==> config.mk <==
export PLATFORM = sky130hd
export DESIGN_NAME = uam_uart
export DESIGN_NICKNAME = d
export VERILOG_FILES = /design/src/verilog/uam_pkg.sv /design/src/verilog/uam_baud_gen.sv /design/src/verilog/uam_uart.sv
export SDC_FILE = /design/constraint.sdc
export NUM_CORES = 1
export LEC_CHECK = 0
export BUFFER_PORTS_ARGS = -buffer_cell sky130_fd_sc_hd__buf_2
export CAP_MARGIN = 30
export CORE_MARGIN = 3
export CORE_UTILIZATION = 53
export CTS_CLUSTER_SIZE = 30
export DETAILED_ROUTE_END_ITERATION = 10
export GPL_TIMING_DRIVEN = 0
export PLACE_DENSITY = 0.77
export SYNTH_ARGS = -nofsm -noshare
export SYNTH_HDL_FRONTEND = slang
export SYNTH_HIERARCHICAL = 1
export SYNTH_SLANG_ARGS = --single-unit
==> constraint.sdc <==
create_clock -name pclk -period 2.1 [get_ports pclk]
set_input_delay 0.105 -clock pclk [delete_from_list [all_inputs] [get_ports pclk]]
set_output_delay 0.105 -clock pclk [all_outputs]
set_load 0.01 [all_outputs]
==> src/verilog/uam_pkg.sv <==
package uam_pkg;

  // Register indices; byte address is four times the index
  localparam logic [13:0] IDX_CTL0 = 14'h0F42;
  localparam logic [13:0] IDX_CTL1 = 14'h0F43;
  localparam logic [13:0] IDX_ADDR = 14'h0F45;
  localparam logic [13:0] IDX_BRH  = 14'h0F46;
  localparam logic [13:0] IDX_BRL  = 14'h0F47;
  localparam logic [13:0] IDX_RXD  = 14'h0F48;
  localparam logic [13:0] IDX_STAT = 14'h0F49;
  localparam logic [13:0] IDX_TXD  = 14'h0F4A;

  // Control zero fields
  localparam int CTL0_TEN  = 7;
  localparam int CTL0_REN  = 6;
  localparam int CTL0_CTS_GATE_ENABLE = 5;
  localparam int CTL0_PEN  = 4;
  localparam int CTL0_PSEL = 3;
  localparam int CTL0_SEND_BREAK = 2;
  localparam int CTL0_STOP = 1;
  localparam int CTL0_LOOPBACK = 0;

  // Control one fields
  localparam int CTL1_MULTINODE_MODE_ENABLE    = 7;
  localparam int CTL1_ADDRESS_MATCH_SCHEME_HI = 6;
  localparam int CTL1_ADDRESS_MATCH_SCHEME_LO = 5;
  localparam int CTL1_ERRONLY = 4;
  localparam int CTL1_TXBIT9  = 0;

  // Status fields
  localparam int STAT_RDA    = 0;
  localparam int STAT_PE     = 1;
  localparam int STAT_OE     = 2;
  localparam int STAT_FE     = 3;
  localparam int STAT_TXE    = 4;
  localparam int STAT_TXIDLE = 5;
  localparam int STAT_CTS    = 6;
  localparam int STAT_RXBIT9 = 7;

  // Reset values
  localparam logic [7:0]  CTL0_RST = 8'h00;
  localparam logic [7:0]  CTL1_RST = 8'h00;
  localparam logic [7:0]  ADDR_RST = 8'h00;
  localparam logic [15:0] BRG_RST  = 16'hFFFF;

  // Sixteen baud ticks per bit, sampled in the middle
  localparam logic [3:0] PH_LAST = 4'hF;
  localparam logic [3:0] PH_MID  = 4'h7;

  // Data bits per character, after the start bit
  localparam logic [3:0] DATA_BITS = 4'h8;

endpackage

==> src/verilog/uam_baud_gen.sv <==
`timescale 1ns/10ps
module uam_baud_gen (
  input  wire logic        pclk,
  input  wire logic        presetn,
  input  wire logic [15:0] divisor,
  output logic             tick
);

  logic [15:0] cnt_r;

  // Divisor of zero or one gives a tick every cycle
  // Restart when the divisor drops below the count, so a new rate applies at once
  always_ff @(posedge pclk or negedge presetn) begin
    if (!presetn) begin
      cnt_r <= 16'h0000;
      tick  <= 1'b0;
    end else if (cnt_r <= 16'h0001 || cnt_r > divisor) begin
      cnt_r <= divisor;
      tick  <= 1'b1;
    end else begin
      cnt_r <= cnt_r - 16'h0001;
      tick  <= 1'b0;
    end
  end

endmodule

==> src/verilog/uam_uart.sv <==
// Operation
// - Eight data bits per character, least significant bit first on the line.
// - One low start bit; one or two high stop bits end the character.
// - Outside multinode mode, parity enable adds a parity bit on transmit and expects one on receive.
// - Parity select: zero even, one odd, for both directions.
// - Transmit enable turns the transmitter on; with gating, only while CTS is low.
// - Gating bit clear ignores CTS; set makes CTS an extra transmit enable.
// - Receive enable turns the receiver on or off.
// - Send break forces the line low and aborts the character in progress.
// - Receive interrupt on new character available and on receive errors.
// - Multinode enable selects 9-bit format; two-bit scheme picks address matching.
// - Receive interrupt either for data plus errors or for errors only.
// - Upper scheme bit: address characters compared to node address; data only on match.
// - Baud rate set by a 16-bit divisor from high and low byte registers.
//
// The APB interface to the registers is this design's own decision.
`timescale 1ns/10ps
module uam_uart (
  input  wire logic        pclk,
  input  wire logic        presetn,
  input  wire logic        psel,
  input  wire logic        penable,
  input  wire logic        pwrite,
  input  wire logic [15:0] paddr,
  input  wire logic [31:0] pwdata,
  output logic      [31:0] prdata,
  output logic             pready,
  output logic             pslverr,
  input  wire logic        rxd,
  input  wire logic        cts_n,
  output logic             txd,
  output logic             rx_irq,
  output logic             rx_data_available
);

  typedef enum logic [0:0] {TX_IDLE, TX_SHIFT} uam_tx_st_t;
  typedef enum logic [1:0] {RX_IDLE, RX_START, RX_BITS, RX_DONE} uam_rx_st_t;

  logic [7:0]  ctl0_r;
  logic [7:0]  ctl1_r;
  logic [7:0]  node_addr_r;
  logic [15:0] baud_divisor_r;
  logic        tick;

  logic        setup_ph;
  logic        access_ph;
  logic        wr_en;
  logic        rd_rxd;
  logic [13:0] idx;
  logic        mapped;
  logic [7:0]  status;

  // Transmit side
  uam_tx_st_t  tx_st_r;
  logic [7:0]  tx_hold_r;
  logic        tx_full_r;
  logic [11:0] tx_sh_r;
  logic [3:0]  tx_left_r;
  logic [3:0]  tx_ph_r;
  logic        tx_go;
  logic        tx_line;
  logic        tx_extra;
  logic [11:0] tx_frame;
  logic [3:0]  tx_count;

  // Receive side
  uam_rx_st_t  rx_st_r;
  logic [3:0]  rx_ph_r;
  logic [3:0]  rx_cnt_r;
  logic [11:0] rx_bits_r;
  logic        rx_in;
  logic [3:0]  rx_total;
  logic [7:0]  rx_data_r;
  logic        rx_bit9_r;
  logic        rda_r;
  logic        pe_r;
  logic        fe_r;
  logic        oe_r;
  logic        selected_r;
  logic        deliver;
  logic        frame_err;
  logic        par_err;
  logic        addr_match;

  logic        multinode_mode_enable;
  logic        has_extra;
  logic        two_stop;

  assign multinode_mode_enable      = ctl1_r[uam_pkg::CTL1_MULTINODE_MODE_ENABLE];
  assign has_extra = multinode_mode_enable | ctl0_r[uam_pkg::CTL0_PEN];
  assign two_stop  = ctl0_r[uam_pkg::CTL0_STOP];

  uam_baud_gen u_baud (
    .pclk    (pclk),
    .presetn (presetn),
    .divisor (baud_divisor_r),
    .tick    (tick)
  );

  // APB decode; zero wait states, answer in the access cycle
  assign setup_ph  = psel & ~penable;
  assign access_ph = psel & penable;
  assign idx       = paddr[15:2];
  assign wr_en     = access_ph & pwrite;
  assign rd_rxd    = access_ph & ~pwrite & (idx == uam_pkg::IDX_RXD);
  assign mapped    = (idx == uam_pkg::IDX_CTL0) | (idx == uam_pkg::IDX_CTL1) |
                     (idx == uam_pkg::IDX_ADDR) | (idx == uam_pkg::IDX_BRH) |
                     (idx == uam_pkg::IDX_BRL) | (idx == uam_pkg::IDX_RXD) |
                     (idx == uam_pkg::IDX_STAT) | (idx == uam_pkg::IDX_TXD);

  always_comb begin
    status = 8'h00;
    status[uam_pkg::STAT_RDA]    = rda_r;
    status[uam_pkg::STAT_PE]     = pe_r;
    status[uam_pkg::STAT_OE]     = oe_r;
    status[uam_pkg::STAT_FE]     = fe_r;
    status[uam_pkg::STAT_TXE]    = ~tx_full_r;
    status[uam_pkg::STAT_TXIDLE] = ~tx_full_r & (tx_st_r == TX_IDLE);
    status[uam_pkg::STAT_CTS]    = cts_n;
    status[uam_pkg::STAT_RXBIT9] = rx_bit9_r;
  end

  always_ff @(posedge pclk or negedge presetn) begin
    if (!presetn) begin
      prdata  <= 32'h0000_0000;
      pslverr <= 1'b0;
      pready  <= 1'b0;
    end else begin
      pready <= 1'b1;
      if (setup_ph) begin
        pslverr <= ~mapped;
        prdata  <= 32'h0000_0000;
        if (!pwrite) begin
          unique case (1'b1)
            idx == uam_pkg::IDX_CTL0: prdata[7:0] <= ctl0_r;
            idx == uam_pkg::IDX_CTL1: prdata[7:0] <= ctl1_r;
            idx == uam_pkg::IDX_ADDR: prdata[7:0] <= node_addr_r;
            idx == uam_pkg::IDX_BRH:  prdata[7:0] <= baud_divisor_r[15:8];
            idx == uam_pkg::IDX_BRL:  prdata[7:0] <= baud_divisor_r[7:0];
            idx == uam_pkg::IDX_RXD:  prdata[7:0] <= rx_data_r;
            idx == uam_pkg::IDX_STAT: prdata[7:0] <= status;
            default:                  prdata[7:0] <= 8'h00;
          endcase
        end
      end
    end
  end

  always_ff @(posedge pclk or negedge presetn) begin
    if (!presetn) begin
      ctl0_r         <= uam_pkg::CTL0_RST;
      ctl1_r         <= uam_pkg::CTL1_RST;
      node_addr_r    <= uam_pkg::ADDR_RST;
      baud_divisor_r <= uam_pkg::BRG_RST;
    end else if (wr_en) begin
      if (idx == uam_pkg::IDX_CTL0) ctl0_r <= pwdata[7:0];
      if (idx == uam_pkg::IDX_CTL1) ctl1_r <= pwdata[7:0];
      if (idx == uam_pkg::IDX_ADDR) node_addr_r <= pwdata[7:0];
      if (idx == uam_pkg::IDX_BRH)  baud_divisor_r[15:8] <= pwdata[7:0];
      if (idx == uam_pkg::IDX_BRL)  baud_divisor_r[7:0] <= pwdata[7:0];
    end
  end

  // Transmit frame, lsb first: start, data, parity or address bit, stops
  assign tx_go    = ctl0_r[uam_pkg::CTL0_TEN] &
                    (~ctl0_r[uam_pkg::CTL0_CTS_GATE_ENABLE] | ~cts_n);
  assign tx_extra = multinode_mode_enable ? ctl1_r[uam_pkg::CTL1_TXBIT9] :
                    (^tx_hold_r) ^ ctl0_r[uam_pkg::CTL0_PSEL];

  always_comb begin
    if (has_extra) begin
      tx_frame = {2'b11, tx_extra, tx_hold_r, 1'b0};
      tx_count = 4'hB;
    end else begin
      tx_frame = {3'b111, tx_hold_r, 1'b0};
      tx_count = 4'hA;
    end
    if (two_stop) begin
      tx_count = tx_count + 4'h1;
    end
  end

  // Holding register; a write while full is dropped
  always_ff @(posedge pclk or negedge presetn) begin
    if (!presetn) begin
      tx_hold_r <= 8'h00;
      tx_full_r <= 1'b0;
    end else if (wr_en && idx == uam_pkg::IDX_TXD && !tx_full_r) begin
      tx_hold_r <= pwdata[7:0];
      tx_full_r <= 1'b1;
    end else if (tx_st_r == TX_IDLE && tx_full_r && tx_go && tick &&
                 !ctl0_r[uam_pkg::CTL0_SEND_BREAK]) begin
      tx_full_r <= 1'b0;
    end
  end

  // Gating only holds off the next start; a character underway completes
  always_ff @(posedge pclk or negedge presetn) begin
    if (!presetn) begin
      tx_st_r   <= TX_IDLE;
      tx_sh_r   <= 12'hFFF;
      tx_left_r <= 4'h0;
      tx_ph_r   <= 4'h0;
    end else if (ctl0_r[uam_pkg::CTL0_SEND_BREAK]) begin
      tx_st_r <= TX_IDLE;
      tx_sh_r <= 12'hFFF;
      tx_ph_r <= 4'h0;
    end else begin
      unique case (tx_st_r)
        TX_IDLE: begin
          if (tx_full_r && tx_go && tick) begin
            tx_st_r   <= TX_SHIFT;
            tx_sh_r   <= tx_frame;
            tx_left_r <= tx_count;
            tx_ph_r   <= 4'h0;
          end
        end
        TX_SHIFT: begin
          if (tick) begin
            tx_ph_r <= tx_ph_r + 4'h1;
            if (tx_ph_r == uam_pkg::PH_LAST) begin
              tx_sh_r   <= {1'b1, tx_sh_r[11:1]};
              tx_left_r <= tx_left_r - 4'h1;
              if (tx_left_r == 4'h1) begin
                tx_st_r <= TX_IDLE;
              end
            end
          end
        end
      endcase
    end
  end

  assign tx_line = ctl0_r[uam_pkg::CTL0_SEND_BREAK] ? 1'b0 :
                   ((tx_st_r == TX_SHIFT) ? tx_sh_r[0] : 1'b1);

  // External line idles high during loopback
  always_ff @(posedge pclk or negedge presetn) begin
    if (!presetn) begin
      txd <= 1'b1;
    end else begin
      txd <= ctl0_r[uam_pkg::CTL0_LOOPBACK] ? 1'b1 : tx_line;
    end
  end

  // Receiver, sixteen ticks per bit
  assign rx_in    = ctl0_r[uam_pkg::CTL0_LOOPBACK] ? tx_line : rxd;
  assign rx_total = uam_pkg::DATA_BITS + {3'b000, has_extra} + 4'h1 +
                    {3'b000, two_stop};

  always_ff @(posedge pclk or negedge presetn) begin
    if (!presetn) begin
      rx_st_r   <= RX_IDLE;
      rx_ph_r   <= 4'h0;
      rx_cnt_r  <= 4'h0;
      rx_bits_r <= 12'h000;
    end else if (!ctl0_r[uam_pkg::CTL0_REN]) begin
      rx_st_r <= RX_IDLE;
    end else begin
      unique case (rx_st_r)
        RX_IDLE: begin
          if (tick && !rx_in) begin
            rx_st_r <= RX_START;
            rx_ph_r <= 4'h0;
          end
        end
        RX_START: begin
          if (tick) begin
            rx_ph_r <= rx_ph_r + 4'h1;
            if (rx_ph_r == uam_pkg::PH_MID) begin
              rx_st_r  <= rx_in ? RX_IDLE : RX_BITS;
              rx_ph_r  <= 4'h0;
              rx_cnt_r <= 4'h0;
            end
          end
        end
        RX_BITS: begin
          if (tick) begin
            rx_ph_r <= rx_ph_r + 4'h1;
            if (rx_ph_r == uam_pkg::PH_LAST) begin
              rx_bits_r[rx_cnt_r] <= rx_in;
              rx_cnt_r            <= rx_cnt_r + 4'h1;
              if (rx_cnt_r == rx_total - 4'h1) begin
                rx_st_r <= RX_DONE;
              end
            end
          end
        end
        RX_DONE: begin
          rx_st_r <= RX_IDLE;
        end
      endcase
    end
  end

  // Character checks in the cycle after the last stop bit is sampled at its middle
  always_comb begin
    frame_err = 1'b0;
    if (has_extra) begin
      frame_err = ~rx_bits_r[9] | (two_stop & ~rx_bits_r[10]);
    end else begin
      frame_err = ~rx_bits_r[8] | (two_stop & ~rx_bits_r[9]);
    end
  end

  assign par_err    = ctl0_r[uam_pkg::CTL0_PEN] & ~multinode_mode_enable &
                      ((^rx_bits_r[7:0]) ^ rx_bits_r[8] ^ ctl0_r[uam_pkg::CTL0_PSEL]);
  assign addr_match = rx_bits_r[7:0] == node_addr_r;

  always_comb begin
    deliver = 1'b0;
    if (rx_st_r == RX_DONE && ctl0_r[uam_pkg::CTL0_REN]) begin
      if (multinode_mode_enable && ctl1_r[uam_pkg::CTL1_ADDRESS_MATCH_SCHEME_HI]) begin
        if (rx_bits_r[8]) begin
          deliver = addr_match & ~ctl1_r[uam_pkg::CTL1_ADDRESS_MATCH_SCHEME_LO];
        end else begin
          deliver = selected_r;
        end
      end else begin
        deliver = 1'b1;
      end
    end
  end

  always_ff @(posedge pclk or negedge presetn) begin
    if (!presetn) begin
      selected_r <= 1'b0;
    end else if (!multinode_mode_enable) begin
      selected_r <= 1'b0;
    end else if (rx_st_r == RX_DONE && rx_bits_r[8]) begin
      selected_r <= addr_match;
    end
  end

  // Set wins over the clear by a read of the data register
  always_ff @(posedge pclk or negedge presetn) begin
    if (!presetn) begin
      rx_data_r <= 8'h00;
      rx_bit9_r <= 1'b0;
      rda_r     <= 1'b0;
      pe_r      <= 1'b0;
      fe_r      <= 1'b0;
      oe_r      <= 1'b0;
    end else if (deliver) begin
      rx_data_r <= rx_bits_r[7:0];
      rx_bit9_r <= multinode_mode_enable & rx_bits_r[8];
      rda_r     <= 1'b1;
      pe_r      <= par_err | (pe_r & ~rd_rxd);
      fe_r      <= frame_err | (fe_r & ~rd_rxd);
      oe_r      <= (rda_r & ~rd_rxd) | (oe_r & ~rd_rxd);
    end else if (rd_rxd) begin
      rda_r <= 1'b0;
      pe_r  <= 1'b0;
      fe_r  <= 1'b0;
      oe_r  <= 1'b0;
    end
  end

  always_ff @(posedge pclk or negedge presetn) begin
    if (!presetn) begin
      rx_irq            <= 1'b0;
      rx_data_available <= 1'b0;
    end else begin
      rx_irq            <= (rda_r & ~ctl1_r[uam_pkg::CTL1_ERRONLY]) | pe_r | fe_r | oe_r;
      rx_data_available <= rda_r;
    end
  end

endmodule

# [Word level (Yosys, flattened, before mapping)]
# Cells that the tools add are included.
[classes] add_sub_neg=10 order_cmp=4 eq_ne=35 muxes=66 bitwise_logic=53 reduce_logical=36
[ops] cell="$eq 14x12->1 const B" count=8
[ops] cell="$mux 4" count=15
[ops] cell="$pmux 8 s7" count=1
[ops] cell="$mux 12" count=4
[ops] cell="$mux 1" count=26
[ops] cell="$pmux 12 s2" count=1
[ops] cell="$pmux 4 s2" count=3
[ops] cell="$add 4x1->4 const B" count=5
[ops] cell="$and 1x1->1" count=18
[ops] cell="$or 1x1->1" count=17
[ops] cell="$gt 16x16->1" count=1
[ops] cell="$le 16x1->1 const B" count=1
[ops] cell="$mux 16" count=1
[ops] cell="$mux 2" count=8
[ops] cell="$reduce_xor 8->1" count=2
[ops] cell="$sub 16x1->16 const B" count=1
[ops] cell="$ne 3x2->1 const B" count=5
[ops] cell="$not 1->1" count=15
[ops] cell="$logic_and 1x1->1" count=13
[ops] cell="$bwmux 12" count=1
[ops] cell="$ne 2x1->1 const B" count=6
[ops] cell="$ne 3x3->1 const B" count=4
[ops] cell="$pmux 4 s3" count=1
[ops] cell="$reduce_and 2->1" count=6
[ops] cell="28 further kinds" count=41
[word_totals] regBits=136 inputBits=55 out_inout_bits=37 word_cells=234

# [Logic depth before layout (Yosys ltp)]
# Gate-level depths: netlist (run 1).
[depth] depth_word=11 mapped_depth=9 mapped_depth_nobuf=8

# [Cells and area by module]
# Netlist (run 1), hierarchy kept.
[by_module_without_submodules] module="uam_uart" instances=1 cells_per_inst=564 area_per_inst_um2=6189.7 seq_area_each_um2=2936.6
[by_module_without_submodules] module="uam_baud_gen" instances=1 cells_per_inst=132 area_per_inst_um2=1340.0 seq_area_each_um2=425.4

# [Worst setup path after synthesis (run 1)]
# Ideal clock, no wire load.
[synth_timing] path_type="register to register" startpoint="register baud_divisor_r[15]" endpoint="register u_baud.cnt_r[0]" setup_time_ns=0.128 t_arrival_ns=2.092 required_ns=1.972 path_slack_ns=-0.120 stages_incl_launch_ff=8 n_path_buf=0 synth_period_minus_slack_ns=2.220 path_cell_list="dfstp_2 inv_1 ha_1 nand4_1 nor4_1 nand2_1 a21oi_4 mux2_1"
[synth_between] elab_chain_len=3
[synth_lines] element="start, declared" line_no="uam_uart.sv:42" source="logic [15:0] baud_divisor_r;"
[synth_lines] element="start signal, assigned" line_no="uam_uart.sv:154" source="baud_divisor_r <= uam_pkg::BRG_RST;"
[synth_lines] element="start signal, assigned" line_no="uam_uart.sv:159" source="if (idx == uam_pkg::IDX_BRH) baud_divisor_r[15:8] <= pwdata[7:0];"
[synth_lines] element="$gt 16x16->1" line_no="uam_baud_gen.sv:17" source="end else if (cnt_r <= 16'h0001 || cnt_r > divisor) begin"
[synth_lines] element="$logic_or 1x1->1" line_no="uam_baud_gen.sv:17"
[synth_lines] element="$mux 16" line_no="uam_baud_gen.sv:17"
[synth_lines] element="end signal, assigned" line_no="uam_baud_gen.sv:18" source="cnt_r <= divisor;"
[synth_lines] element="end signal, assigned" line_no="uam_baud_gen.sv:21" source="cnt_r <= cnt_r - 16'h0001;"
[synth_lines] element="end, declared" line_no="uam_baud_gen.sv:9" source="logic [15:0] cnt_r;"
# No other way between the ends.
# A chain may end at the register's enable or synchronous reset.

# [Worst setup path after layout (run 1)]
# Same ends and word-level chain as after synthesis.

==> run_results.csv, run 1 <==
group,metric,value,unit
outcome,status,"finished with violations",
outcome,failed_checks,"negative setup slack",
worst_hold_path,hold_path_stages,2,
synthesis,synth_ff_type,"dfrtp_1",
pwr,power_leakage,4.14,nW
global_routing,maximum_number_of_pins_on_one_net_before_global_route_repair,90,
critical_path,critical_path.reg2reg.endpoint,"u_baud/cnt_r[0]",
worst_hold_path,hold_class,"in -> reg",
floorplan,core_region_area,0.0136,sq mm
drt,route.detailed.drc,0,
synthesis,yosys.area.top_type,"dfrtp_1",
drt,postRouteAntennaNets,0,
job,cap_violations,0,
critical_path,ff2ff_setup_slack,-0.25,ns
synthesis,yosysTopAreaCellShare,35.2,%
drt,wl_per_cell,19.1,um
placed_design,gp_congestion,0.905,
final_layout,final_nets,880,
final_layout,final_cell_mix,"dfrtp_1, mux2_2, nand2_1, buf_2, buf_4",
floorplan,die-width,125,um
placed_design,dp.final_hpwl,13200,um
critical_path,critPathTopFamily,"simple AND/OR/NAND/NOR gates",
clock_network,insertion_delay,0.43,ns
timing,finalClockSkew,0.0109,ns
final_layout,relative_area_change_from_synthesis_to_final_layout,20.8,%
synthesis,dominant_combinational_cell_family_by_area_after_synthesis,"multiplexers",
synthesis,synthTopCellsByArea,"dfrtp_1, mux2_2, dfstp_2",
global_routing,globalRoute.totalOverflow,0,
critical_path,crit_path_cell_chain,"inv_2, ha_4, nand4_1, nor4_2, a21bo_2, nand4_4, a21oi_4, buf_12, mux2_4",
drt,drt_pre_antenna_iters,5,
timing,timing.slew.headroom,36.4,%
clock_network,cts-root-buf,"clkbuf_16",
timing,fin_ws,-0.251,ns
final_layout,multi_input_area,0.00402,sq mm
synthesis,synthDistinctLibCells,73,
timing,timing_worst_slew_pin_value,0.947,ns
drt,dr_total_vias,5631,
final_layout,ff_latch_area,0.00337,sq mm
drt,drtIter0Drc,483,
clock_network,numCtsBuffers,17,
synthesis,synth-compound-area-share,10.4,%
drt,routed_wl,18700,um
critical_path,length_in_cells_of_the_worst_reg_to_reg_path,9,
worst_hold_path,hold_start,"pwdata[5]",
critical_path,total_buffers_and_inverters_traversed_by_the_critical_path,2,
clock_network,tritoncts,"done",
synthesis,synthesized_netlist_cell_count,696,
synthesis,post_synth_edffs,0,
timing,finalSetupViolCount,17,
final_layout,total_of_fill_cells_in_the_finished_design,998,
final_layout,drive_above_1_share,34.5,%
synthesis,synth_seq_cells,133,
synthesis,yosysWarningCount,6,
floorplan,die_area,0.0157,sq mm
critical_path,startpoint_type,"register",
critical_path,cp.required,2.41,ns
synthesis,synth.yosys.seq_area_share,44.6,%
critical_path,timing.critical_path.fanout_max,6,
floorplan,die_h,125,um
synthesis,post_synth_and_or_nand_nor_area_fraction,13.2,%
final_layout,antenna-diode-count,0,
timing,hold_violations,0,
global_routing,grt.total_usage,24.2,%
global_routing,grt_antenna_before_repair,0,
pwr,powerDensity,1140,mW/mm^2
timing,unrepaired_setup_endpoints_after_global_routing,"true",
critical_path,worstPathArrival,2.66,ns
timing,period_utilisation_layout,112,%
clock_network,clock-sinks,133,
pwr,power.ir.vdd_worst,0.855,mV
timing,maxSlewViolCount,0,
synthesis,yosys-mux-area-fraction,14.9,%
final_layout,layout.cells.most_common,"dfrtp_1",
synthesis,postSynthAreaPerCell,10.8,sq um
timing,totalNegativeSetupSlack,-3.45,ns
global_routing,grt_first_pass_wirelength,30200,um
clock_network,clkTransAtPathRegs,0.06,ns
floorplan,std_cell_rows,42,
critical_path,endpoint_kind,"register",
global_routing,grt_pass1_vias,5877,
clock_network,h_tree_lvls,4,
synthesis,synthXorXnorAreaFrac,5.30,%
clock_network,max-clock-path-buffers,2,
floorplan,initial_utilization,55.5,%
floorplan,ios,92,
pwr,power,0.0104,W
critical_path,reg2reg_from,"baud_divisor_r[15]",
placed_design,buffer_ports.inserted,40,
timing,fmax,425,MHz
synthesis,synth_area,0.00753,sq mm
critical_path,max_stage_delay,0.55,ns
timing,min_period,2.35,ns
synthesis,area_share_of_fa_ha_maj_cells_after_synthesis,5.48,%
synthesis,share_of_flip_flops_with_an_asynchronous_set_or_reset,100,%
drt,vias_per_cell,5.74,
critical_path,timing.setup.critical_path_class,"reg -> reg",
critical_path,slowest_stage,"dfstp_2",
worst_hold_path,min_to,"ctl0_r[5]",
worst max path at each step:
| stage | startpoint | to | cells past startpoint |
|---|---|---|---|
| detailed placement | baud_divisor_r[13] | u_baud/cnt_r[11] | 8 |
| global placement | presetn | rda_r | 1 |
| global route | baud_divisor_r[13] | u_baud/cnt_r[0] | 9 |
| finish | baud_divisor_r[15] | u_baud/cnt_r[0] | 9 |
| CTS | baud_divisor_r[13] | u_baud/cnt_r[0] | 9 |
| floorplan | baud_divisor_r[8] | u_baud/cnt_r[0] | 7 |
stage by stage:
stage | utilization [%] | hold slack [ns] | std cells | worst slack, ns | instance area, sq um
2_1_floorplan | - | -0.191 | 719 | -0.00317 | 7710
3_3_place_gp | 60.0 | 0.443 | 935 | -0.783 | 8130
3_5_place_dp | 60.2 | 0.0629 | 936 | -0.401 | 8170
4_1_cts | 66.6 | 0.0240 | 979 | -0.237 | 9030
5_1_grt | 67.1 | 0.0510 | 981 | -0.337 | 9100
6_report | 67.1 | 0.0398 | 981 | -0.251 | 9100
power breakdown:
group | internal [W] | leakage, nW | switching [W]
combinational | 0.00216 | 2.15 | 0.00184
clock | 0.00207 | 0.304 | 0.00117
sequential | 0.00282 | 1.68 | 0.000303
total | 0.00704 | 4.14 | 0.00331
repair_timing:
| item | 4_1_cts | 5_1_grt |
|---|---|---|
| endpoints found under the setup margin | 48 | 46 |
| cloned | 1 | 0 |
| pin swaps | 11 | 5 |
| hold buffers | 1 | 0 |
| endpoints found under the hold margin | 44 | 0 |
| setup buffers | 12 | 3 |
| resized for setup | 17 | 17 |
routing by layer:
metal | wire (um) | track usage [%] | vias to the layer above
met4 | 539 | 9.25 | 0
met1 | 7640 | 29.5 | 2794
met5 | 0 | 0 | -
met3 | 833 | 4.82 | 43
met2 | 9710 | 42.5 | 169
li1 | - | - | 2625
flip-flops by register name (all words and copies together), names as in the netlist, 2 cells and up:
register	flops
rx_st_r	2
u_baud/cnt_r	16
rx_bits_r	11
node_addr_r	8
rx_data_r	8
tx_sh_r	10
ctl0_r	8
rx_ph_r	4
tx_hold_r	8
baud_divisor_r	16
tx_left_r	4
tx_ph_r	4
rx_cnt_r	4
ctl1_r	8
prdata	8
worst register-to-register path, delay by kind of cell (launching register included):
family / cells / cell delay (ns)
simple gates: 3 / 0.59
flops: 1 / 0.55
compound gates: 2 / 0.36
mux: 1 / 0.29
fa+ha+maj: 1 / 0.26
buf+inv: 2 / 0.20
kinds of logic after synthesis:
logic type,Yosys count
muxes,101
other,2
AOI/OAI and AO/OA,111
adders and majority gates,33
xor gates and xnor gates,44
and+or+nand+nor,181
DFF,133
buffers and inverters,91
layout make-up:
type / instances / share of cell area (%)
clock buffers: 19 / 4.98
plain buffers: 40 / 2.96
multi-input cells: 495 / 44.2
clock inverters: 13 / 2.16
inverters: 47 / 1.94
repair buffers: 58 / 4.36
flip-flops and latches: 133 / 37.0
well taps: 176 / 2.42
synth_stat cells, types with 14 or more instances:
| cell type | count |
|---|---|
| a21oi_1 | 17 |
| a221oi_1 | 14 |
| buf_4 | 24 |
| clkbuf_1 | 15 |
| dfrtp_1 | 106 |
| dfstp_2 | 27 |
| ha_1 | 33 |
| inv_1 | 46 |
| mux2_2 | 75 |
| mux2i_1 | 24 |
| nand2_1 | 48 |
| nor2_1 | 38 |
| nor3_1 | 16 |
| o21ai_0 | 28 |
| xnor2_1 | 36 |
Power figures use the tool's default switching activity.
==> run 2: changes to the inputs <==
- SYNTH_HIERARCHICAL: 1 -> not set
==> run 2 against run 1 <==
Against the previous run: the run still ends with negative setup slack left; clock skew decreased by 0.0049 ns; critical path depth stayed put; wire length shrank 1.7%; setup slack worse by 0.11 ns; global-route usage fell by 0.12 points; sequential share of layout area increased by 0.37 points; design area down 0.91%; combinational power shrank 15%; hold slack better by 0.015 ns; count of clock-buffer cells in the layout grew 4; cell count grew 1.3%.
==> run_results.csv, run 2 <==
group,metric,value,unit
outcome,status,"finished with violations",
outcome,failed_checks,"negative setup slack",
floorplan,std_cell_rows,42,
final_layout,final_cell_mix,"dfrtp_1, nand2_1, o21ai_0, buf_4, buf_2",
synthesis,synthTopCellsByArea,"dfrtp_1, dfstp_2, mux2_2",
critical_path,timing.setup.critical_path_class,"reg -> reg",
drt,routed_wl,18400,um
floorplan,die_h,124,um
critical_path,max_stage_delay,0.55,ns
final_layout,final_nets,893,
drt,drt_pre_antenna_iters,5,
clock_network,insertion_delay,0.42,ns
clock_network,h_tree_lvls,4,
synthesis,synth_most_common_cell,"dfrtp_1",
global_routing,grt.total_usage,24.1,%
synthesis,ys_top_cells_by_count,"dfrtp_1, nand2_1, o21ai_0",
floorplan,initial_utilization,55.2,%
global_routing,maximum_number_of_pins_on_one_net_before_global_route_repair,90,
timing,min_period,2.46,ns
timing,finalClockSkew,0.00605,ns
placed_design,total_placed_instance_area,0.00812,sq mm
timing,maxSlewViolCount,0,
drt,drtIter0Drc,593,
clock_network,tritoncts,"done",
critical_path,crit_path_cell_chain,"inv_2, ha_4, nor2b_4, o211ai_1, a2111oi_4, nor4_4, a2bb2oi_4, buf_6, mux2_4",
final_layout,total_of_fill_cells_in_the_finished_design,962,
clock_network,cts-root-buf,"clkbuf_16",
drt,route.detailed.drc,0,
timing,timing_worst_slew_pin_value,0.886,ns
synthesis,share_of_flip_flops_with_an_asynchronous_set_or_reset,100,%
critical_path,timing.critical_path.fanout_max,3,
placed_design,buffer_ports.inserted,39,
critical_path,startpoint_type,"register",
synthesis,postSynthAreaPerCell,10.6,sq um
timing,totalNegativeSetupSlack,-5.00,ns
critical_path,endpoint_kind,"register",
critical_path,slowest_stage,"dfstp_2",
synthesis,post_synth_edffs,0,
synthesis,synthDistinctLibCells,68,
placed_design,dp.final_hpwl,12700,um
synthesis,synth.yosys.seq_area_share,45.3,%
final_layout,final_design_area_no_fill,0.00901,sq mm
global_routing,grt_first_pass_wirelength,29900,um
synthesis,synth_area,0.00743,sq mm
drt,postRouteAntennaNets,0,
drt,dr_total_vias,5785,
clock_network,max-clock-path-buffers,2,
floorplan,die_area,0.0155,sq mm
critical_path,cp.required,2.40,ns
synthesis,yosysWarningCount,0,
final_layout,largestRegisters,"baud_divisor_r x16, u_baud.cnt_r x16, rx_bits_r x11",
pwr,power.ir.vdd_worst,0.862,mV
floorplan,core_region_area,0.0135,sq mm
floorplan,die-width,124,um
clock_network,clock-sinks,133,
timing,fin_ws,-0.362,ns
final_layout,antenna-diode-count,0,
synthesis,synth_ff_type,"dfrtp_1",
floorplan,ios,92,
synthesis,synthesized_netlist_cell_count,700,
synthesis,yosysTopAreaCellShare,35.7,%
timing,timing.slew.headroom,40.5,%
global_routing,grt_antenna_before_repair,0,
drt,wl_per_cell,18.5,um
synthesis,yosys.area.top_type,"dfrtp_1",
timing,unrepaired_setup_endpoints_after_global_routing,"true",
job,cap_violations,0,
global_routing,grt_pass1_vias,5798,
drt,vias_per_cell,5.82,
pwr,power_leakage,4.07,nW
timing,finalSetupViolCount,17,
worst_hold_path,hold_class,"in -> reg",
timing,fmax,406,MHz
final_layout,drive_above_1_share,29.3,%
final_layout,relative_area_change_from_synthesis_to_final_layout,21.4,%
timing,period_utilisation_layout,117,%
critical_path,worstPathArrival,2.77,ns
global_routing,globalRoute.totalOverflow,0,
clock_network,numCtsBuffers,17,
final_layout,layout.cells.most_common,"dfrtp_1",
synthesis,synth_seq_cells,133,
clock_network,clkTransAtPathRegs,0.06,ns
timing,hold_violations,0,
pwr,powerDensity,1060,mW/mm^2
placed_design,gp_congestion,0.869,
run 2: cell count changes in the layout (fill, tap and decap cells not counted), sizes merged, moves of 8 or more:
cell,before,now
a211oi,0,11
a221oi,14,4
a22o,10,2
clkbuf,28,38
inv,50,35
nor2b,9,17
o21ai,29,46
run 2: worst max-delay path, delay by kind of cell (launching register included):
kind                       cells  cell delay (ns)
buffers and inverters          2             0.18
AOI/OAI and AO/OA              3             0.66
adders and majority gates      1             0.21
DFF                            1             0.55
and+or+nand+nor                2             0.46
muxes                          1             0.28
run 2: cell type report:
type / instances / area, sq um / share of cell area, %
Multi-Input combinational cell: 511 / 4010 / 44.4
Tap cell: 176 / 220 / 2.44
Timing Repair Buffer: 64 / 424 / 4.71
Sequential cell: 133 / 3370 / 37.4
Clock buffer: 23 / 478 / 5.30
Buffer: 43 / 280 / 3.11
Inverter: 35 / 134 / 1.49
Clock inverter: 9 / 104 / 1.15
run 2: kinds of logic after synthesis:
| logic type | count (synthesis) | synth area share [%] |
|---|---|---|
| AO/OA/AOI/OAI | 129 | 11.5 |
| buffers and inverters | 79 | 5.29 |
| adder cells (fa/ha/maj) | 33 | 5.56 |
| XOR/XNOR | 43 | 5.07 |
| flip-flops | 133 | 45.3 |
| AND/OR/NAND/NOR | 190 | 13.8 |
| multiplexers | 91 | 13.5 |
| other | 2 | 0.101 |
run 2: final timing paths:
check / end / cells after the start / slack [ns] / from
setup / recovery: u_baud.cnt_r[0] / 9 / -0.36 / baud_divisor_r[1]
hold / removal: node_addr_r[3] / 2 / 0.05 / pwdata[3]
setup reg to reg: u_baud.cnt_r[0] / 9 / -0.36 / baud_divisor_r[1]
hold reg to reg: tx_sh_r[9] / 2 / 0.47 / tx_sh_r[9]
max in group asynchronous: tx_sh_r[5] / 3 / 1.12 / presetn
min in group asynchronous: rx_data_r[5] / 2 / 0.18 / presetn
run 2: metal layers:
metal / global-route usage, % / routed length [um]
met5: 0 / 0
met4: 9.48 / 539
met3: 5.87 / 1300
met2: 39.3 / 8810
met1: 30.9 / 7750
run 2: power by group:
group          internal [W]  leakage, nW  switching [W]
combinational       0.00169         2.16        0.00171
sequential          0.00291         1.64       0.000272
clock               0.00183        0.283        0.00110
run 2: through the flow:
step	setup WS [ns]	util, %	hold WS (ns)	instances	total power [W]
after floorplan	-0.170	-	-0.191	723	0.00551
after CTS	-0.321	66.0	0.0375	983	0.00948
after detailed placement	-0.458	60.4	0.0605	939	0.00616
final	-0.362	67.0	0.0547	994	0.00952
after global routing	-0.439	67.0	0.0586	994	0.0100
after global placement	-0.774	60.1	0.426	938	0.00602
run 2: timing repair:
| item | 4_1_cts | 5_1_grt |
|---|---|---|
| resized for setup | 16 | 21 |
| buffers inserted | 10 | 11 |
| pin swaps | 9 | 12 |
| endpoints found under the setup margin | 43 | 76 |
| endpoints found under the hold margin | 46 | 0 |
| hold buffers | 3 | 0 |
